**src/hw/fer_pkg.sv**
```systemverilog
// Package for the flash erase result checker: constants, types, states
package fer_pkg;
	// Result byte field positions
	localparam int SUCC_FAIL_BIT = 0;
	localparam int BLOCK_ERR_BIT = 3;
	localparam int KEY_ERR_BIT = 4;
	localparam int ERASE_TIME_BIT = 5;
	localparam int PROT_MODE_BIT = 6;
	localparam int RSV7_BIT = 7;
	// Key value that unlocks erasure
	localparam logic [7:0] KEY_OK = 8'h5A;
	// Array select value meaning the user boot array
	localparam logic [7:0] BOOT_ARRAY_SEL = 8'hAA;
	// Highest legal user array block number
	localparam logic [7:0] LAST_BLOCK = 8'h0F;
	// Reset value of the result byte
	localparam logic [7:0] RESULT_RST = 8'h00;
	// Reset value of the block select output
	localparam logic [15:0] BLOCK_SEL_RST = 16'h0000;

	// Erase request from the CPU side
	typedef struct packed {
		logic [7:0] blockNum;   // Erase block number
		logic [7:0] keyReg;     // Protection key register
		logic [7:0] arraySel;   // Array select register
	} fer_req_s;

	// Sequencer states, one-hot
	typedef enum logic [3:0] {
		ST_IDLE  = 4'b0001,
		ST_CHECK = 4'b0010,
		ST_ERASE = 4'b0100,
		ST_DONE  = 4'b1000
	} fer_state_e;
endpackage

```
**src/hw/fer_erase_check.sv**
```systemverilog
// Flash erase request checker, erase sequencer and pass/fail result byte
//
// Contract
// - Protect flag sets bit 6, blocks erase
// - Erase fail or register change sets bit 5
// - Boot array selected gives bit 5, no erase
// - Key not 5A sets bit 4
// - Block out of range sets bit 3
// - Bits 2 and 1 read zero
// - Bit 0 zero on success, one on error
// - One block 0..15; others are errors
// - Bit 7 reads zero
`timescale 1ns/1ps
module fer_erase_check #(
	parameter int BLOCKS = 16
) (
	input wire logic ref_clk,
	input wire logic reset_n,
	input wire logic eraseStart,                // One-cycle erase request pulse
	input wire fer_pkg::fer_req_s eraseReq,    // Block, key and array select
	input wire logic flashProtectFlag,          // Error protection flag level
	input wire logic regsAltered,               // Flash registers changed by user branch
	output logic eraseBusy,                     // Request in progress
	output logic [BLOCKS-1:0] blockEraseSel,    // One-hot block erase strobe
	input wire logic eraseDone,                 // Array reports erase end
	input wire logic eraseFail,                 // Array reports erase failure
	output logic resultValid,                   // One-cycle pulse with new result
	output logic [7:0] passFailResult           // Pass/fail result byte
);

	////////////////////////////////////////////////////////////////////////////
	// Request checks

	// Registered copy of the request, held for the whole sequence
	fer_pkg::fer_req_s req_r;
	fer_pkg::fer_state_e state_r, state_nxt;
	logic eraseErr_r;
	logic [7:0] passFailResult_r;
	logic [BLOCKS-1:0] blockEraseSel_r;

	// Checks are combinational on the held request
	// The protect flag is read live, so a late assertion still shows in bit 6
	wire logic protErr = flashProtectFlag;
	wire logic bootSel = (req_r.arraySel == fer_pkg::BOOT_ARRAY_SEL);
	wire logic keyErr = (req_r.keyReg != fer_pkg::KEY_OK);
	wire logic blockErr = (req_r.blockNum > fer_pkg::LAST_BLOCK);
	// Any failed pre-check refuses the erase; boot array never erased here
	wire logic refuse = protErr | bootSel | keyErr | blockErr;

	// Decoded one-hot strobe; an out-of-range number yields no bit
	// Out-of-range numbers therefore never strobe the array
	function automatic logic [BLOCKS-1:0] decodeBlock(input logic [7:0] num);
		logic [BLOCKS-1:0] v;
		v = '0;
		if (num < 8'(BLOCKS)) begin
			v[num[3:0]] = 1'b1;
		end
		return v;
	endfunction

	// Result byte assembly; reserved bits forced to zero
	function automatic logic [7:0] buildResult(input logic protBit, input logic timeBit,
		input logic keyBit, input logic blkBit);
		logic [7:0] r;
		r = fer_pkg::RESULT_RST;
		r[fer_pkg::PROT_MODE_BIT] = protBit;
		r[fer_pkg::ERASE_TIME_BIT] = timeBit;
		r[fer_pkg::KEY_ERR_BIT] = keyBit;
		r[fer_pkg::BLOCK_ERR_BIT] = blkBit;
		r[fer_pkg::SUCC_FAIL_BIT] = protBit | timeBit | keyBit | blkBit;
		return r;
	endfunction

	////////////////////////////////////////////////////////////////////////////
	// Sequencer

	// Four one-hot states; CHECK decides, ERASE waits for the array
	// Next-state logic
	always_comb begin
		state_nxt = state_r;
		unique case (state_r)
			fer_pkg::ST_IDLE: begin
				if (eraseStart) begin
					state_nxt = fer_pkg::ST_CHECK;
				end
			end
			fer_pkg::ST_CHECK: begin
				// Refused requests skip the array entirely
				state_nxt = refuse ? fer_pkg::ST_DONE : fer_pkg::ST_ERASE;
			end
			fer_pkg::ST_ERASE: begin
				if (eraseDone) begin
					state_nxt = fer_pkg::ST_DONE;
				end
			end
			fer_pkg::ST_DONE: begin
				// One settling cycle lets the result byte see the final sticky error
				state_nxt = fer_pkg::ST_IDLE;
			end
			default: begin
				state_nxt = fer_pkg::ST_IDLE;
			end
		endcase
	end

	// Erase-time error: array failure or altered registers while erasing
	wire logic timeErrNow = (state_r == fer_pkg::ST_ERASE) & (eraseFail | regsAltered);

	// State and request capture
	// Capture only when idle; a start while busy is dropped silently
	always_ff @(posedge ref_clk or negedge reset_n) begin
		if (!reset_n) begin
			state_r <= fer_pkg::ST_IDLE;
			req_r <= '0;
		end else begin
			state_r <= state_nxt;
			if (state_r == fer_pkg::ST_IDLE && eraseStart) begin
				req_r <= eraseReq;
			end
		end
	end

	// Sticky erase-time error for the current request
	// Cleared in idle, so a failure never leaks into the next request
	always_ff @(posedge ref_clk or negedge reset_n) begin
		if (!reset_n) begin
			eraseErr_r <= 1'b0;
		end else if (state_r == fer_pkg::ST_IDLE) begin
			eraseErr_r <= 1'b0;
		end else if (timeErrNow) begin
			eraseErr_r <= 1'b1;
		end
	end

	// Block strobe held during the erase phase only
	// Registered so the strobe never glitches while the decode settles
	always_ff @(posedge ref_clk or negedge reset_n) begin
		if (!reset_n) begin
			blockEraseSel_r <= fer_pkg::BLOCK_SEL_RST[BLOCKS-1:0];
		end else if (state_nxt == fer_pkg::ST_ERASE) begin
			blockEraseSel_r <= decodeBlock(req_r.blockNum);
		end else begin
			blockEraseSel_r <= '0;
		end
	end

	// Result byte, updated when the sequence ends; holds until the next request ends
	always_ff @(posedge ref_clk or negedge reset_n) begin
		if (!reset_n) begin
			passFailResult_r <= fer_pkg::RESULT_RST;
		end else if (state_r == fer_pkg::ST_DONE) begin
			passFailResult_r <= buildResult(protErr, eraseErr_r | bootSel, keyErr, blockErr);
		end
	end

	// Pulse in the same cycle the result is written, both set from the DONE state
	logic resultValid_r;
	always_ff @(posedge ref_clk or negedge reset_n) begin
		if (!reset_n) begin
			resultValid_r <= 1'b0;
		end else begin
			resultValid_r <= (state_r == fer_pkg::ST_DONE);
		end
	end

	// Busy comes straight from the state, so it drops the cycle the result lands
	assign eraseBusy = (state_r != fer_pkg::ST_IDLE);
	assign blockEraseSel = blockEraseSel_r;
	assign passFailResult = passFailResult_r;
	assign resultValid = resultValid_r;
endmodule

```
**config.mk**
```make
export PLATFORM = sky130hd
export DESIGN_NAME = fer_erase_check
export DESIGN_NICKNAME = d
export VERILOG_FILES = /design/src/hw/fer_pkg.sv /design/src/hw/fer_erase_check.sv
export SDC_FILE = /design/constraint.sdc
export NUM_CORES = 1
export LEC_CHECK = 0
export ABC_AREA = 1
export BUFFER_PORTS_ARGS = -buffer_cell sky130_fd_sc_hd__buf_2
export CAP_MARGIN = 40
export CORE_MARGIN = 4
export CORE_UTILIZATION = 35
export CTS_CLUSTER_SIZE = 12
export DETAILED_ROUTE_END_ITERATION = 16
export SETUP_SLACK_MARGIN = 0.2
export SLEW_MARGIN = 20
export SYNTH_ARGS = -nofsm -noshare
export SYNTH_HDL_FRONTEND = slang
export SYNTH_SLANG_ARGS = --single-unit
```
**constraint.sdc**
```tcl
create_clock -name ref_clk -period 1.46 [get_ports ref_clk]
set_input_delay 0.146 -clock ref_clk [delete_from_list [all_inputs] [get_ports ref_clk]]
set_output_delay 0.146 -clock ref_clk [all_outputs]
set_load 0.02 [all_outputs]
```
==> flow_summary_export.csv <==
group,metric,value,unit
sta,slew_viol_final,0,
placed_design,gp_congestion,0.7967,
sta,fin_tns_setup,0,ps
synthesis,synth.most_common_cell,"nand2_1",
layout,area_growth,47.89,%
worst_setup_path,endpoint_kind,"output port",
worst_setup_path,critPathArrivalTime,1290,ps
job,cap_violations,0,
run_status,status,"complete, no violations",
clock_tree,clk_pin_slew_worst_paths,90,ps
detailed_routing,drc,0,
layout,post_route_cells_drive_above_1_share,54.84,%
clock_tree,tritoncts,"yes",
sta,finalCritPeriodShare,98.18,%
floorplanning,io_pins,57,
hold_path,hold_depth,3,
sta,skew,8.295,ps
synthesis,synth-main-ff-cell,"dfrtp_1",
clock_tree,cts_buffers,5,
synthesis,yosys-top-cells-area,"dfrtp_1, nand2_1, nor2_1",
global_routing,grtUsageTotal,12.21,%
placed_design,io_buffers,53,
synthesis,synth_cell_type_count,26,
detailed_routing,initialDrtViolationCount,48,
synthesis,synthArstFlopShare,100.0,%
sta,min_period,1433,ps
global_routing,grt_pass1_wl,7.196,mm
synthesis,avgSynthCellArea,9.428,sq um
detailed_routing,dr.pass1.iters,4,
floorplanning,core,5956,sq um
worst_setup_path,crit_type,"reg2out",
placed_design,dpl.hpwl,3.130,mm
synthesis,synth_top_cell_by_area,"dfrtp_1",
clock_tree,cts_sinks,51,
sta,hold_violations,0,
synthesis,netlist_instances,230,
floorplanning,rows,28,
detailed_routing,ant_nets,0,
layout,fin_nets,340,
detailed_routing,wire_per_inst,12.56,um
worst_setup_path,cp_slowest_cell,"dfstp_2",
worst_setup_path,crit_chain,"inv_2 > nor3_4 > inv_1 > buf_6",
worst_setup_path,crit_required,1310,ps
hold_path,min_path_type,"in2reg",
sta,hold-worst-slack,36.40,ps
synthesis,synth.cell_area,2168,sq um
clock_tree,clock_latency,300,ps
global_routing,overflow,0,
synthesis,synth_commonest_cells,"nand2_1, dfrtp_1, nor2_1",
global_routing,grt_antenna_before_repair,0,
floorplanning,die_area,7519,sq um
detailed_routing,routed_wirelength,4.835,mm
worst_setup_path,cp-start-kind,"flip-flop",
clock_tree,root_buffer,"clkbuf_8",
power_and_ir_drop,p_leak,0.001662,uW
worst_setup_path,critPathMaxFanout,2,
detailed_routing,viasPerCell,4.423,
sta,rsz0062_at_grt,"yes",
detailed_routing,vias,1703,
power_and_ir_drop,power_density,1736,nW/um^2
worst_setup_path,r2r_setup_slack,40,ps
clock_tree,clockBufferDepth,2,
clock_tree,ctsHtreeMaxLevel,2,
synthesis,synth_top_area_share,57.70,%
floorplanning,initial_core_util,36.41,%
power_and_ir_drop,ir_drop,0.6134,mV
synthesis,yosys_warnings,0,
sta,fmax,0.6976,GHz
global_routing,grt_pass1_vias,1643,
synthesis,synth-seq-cells,51,
synthesis,synth-seq-area-share,58.92,%
sta,finalSetupViolations,0,
worst_setup_path,max_stage_delay,550,ps
worst_setup_path,rr_worst_depth,8,
synthesis,synth_edf_count,0,
floorplanning,die_y,86.71,um
floorplanning,die_x,86.71,um
layout,insertedDiodeCount,0,
global_routing,grt_max_degree,52,
worst max-delay path: cells and delay by family, from the launching register on:
kind	cells	cell delay, ps
and+or+nand+nor	1	190
buffers and inverters	3	250
DFF	1	550
layer usage:
metal	up-vias	share of wire [%]	track usage [%]
met1	806	45	15.85
met3	7	3.8	2.567
met2	35	50	19.54
li1	855	-	-
met4	0	1.8	5.666
met5	-	0	0
layout make-up:
class,instances,area [sq um]
Clock buffer,5,68.82
Clock inverter,3,67.56
Fill cell,550,2749
Inverter,27,113.9
Multi-Input combinational cell,146,999.7
Sequential cell,51,1277
Tap cell,75,93.84
Timing Repair Buffer,78,585.6
through the flow:
| stage | total power (uW) | cells | cell area, sq um | utilization (%) | setup slack [ps] |
|---|---|---|---|---|---|
| 2_1_floorplan | 3169 | 232 | 2181 | - | 141.1 |
| 3_3_place_gp | 3550 | 360 | 2560 | 42.98 | 94.46 |
| 3_5_place_dp | 3584 | 360 | 2560 | 42.98 | 65.23 |
| 4_1_cts | 4853 | 372 | 2749 | 46.16 | 43.49 |
| 5_1_grt | 5913 | 385 | 3207 | 53.84 | -48.22 |
| 6_report | 5567 | 385 | 3207 | 53.84 | 26.54 |
flip-flops by register name, summed over array words and instances, names as in the netlist:
register and flops:
blockEraseSel 16, eraseErr_r 1, passFailResult 5, req_r 24, resultValid 1, state_r 4
logic make-up (layout without fill, tap and decap cells):
| family | after synthesis | in the layout | synth area share [%] |
|---|---|---|---|
| buffers and inverters | 35 | 113 | 7.674 |
| flip-flops | 51 | 51 | 58.92 |
| other | 1 | 3 | 0.1729 |
| AND/OR/NAND/NOR | 121 | 121 | 27.87 |
| AO/OA/AOI/OAI | 22 | 22 | 5.366 |
layout by cell type (no fill, tap or decap):
cell	n
a21oi_1	3
a21oi_2	2
a31oi_1	2
buf_12	3
buf_2	52
buf_4	11
buf_6	6
buf_8	2
bufinv_16	2
clkbuf_16	3
clkbuf_8	5
clkinv_8	1
clkinvlp_4	1
conb_1	3
dfrtp_1	50
dfstp_2	1
dlygate4sd3_1	1
inv_1	21
inv_2	5
nand2_1	35
nand2_2	25
nand2_4	16
nand2_8	3
nand3_1	1
nand4_4	1
nor2_1	14
nor2_2	14
nor2_4	6
nor3_2	1
nor3_4	4
o21ai_1	9
o21ai_2	5
o22a_1	1
or2_4	1
path summary, 6_finish.rpt:
path / start / endpoint
worst max register to register: state_r[0]$_DFF_PN1_ / req_r[6]$_DFFE_PN0P_
worst min-delay path: eraseReq[8] / req_r[8]$_DFFE_PN0P_
worst max-delay path: state_r[0]$_DFF_PN1_ / eraseBusy
max in group asynchronous: reset_n / state_r[0]$_DFF_PN1_
min in group asynchronous: reset_n / req_r[9]$_DFFE_PN0P_
worst min register to register: passFailResult[4]$_DFFE_PN0P_ / passFailResult[4]$_DFFE_PN0P_
what timing repair did:
item / 4_1_cts / 5_1_grt
pin swaps: 2 / 19
endpoints found under the setup margin: 45 / 51
setup buffers: 3 / 9
gates resized for setup: 8 / 93
hold buffers: 1 / 0
gates cloned: 0 / 4
endpoints found under the hold margin: 50 / 0
power breakdown:
part	switching, uW	leakage [uW]	internal (uW)
sequential	236	0.000658	1840
combinational	1320	0.000939	1030
clock	467	0.0000644	683
total	2020	0.00166	3550
No activity file was read; power rests on OpenSTA's default activity.
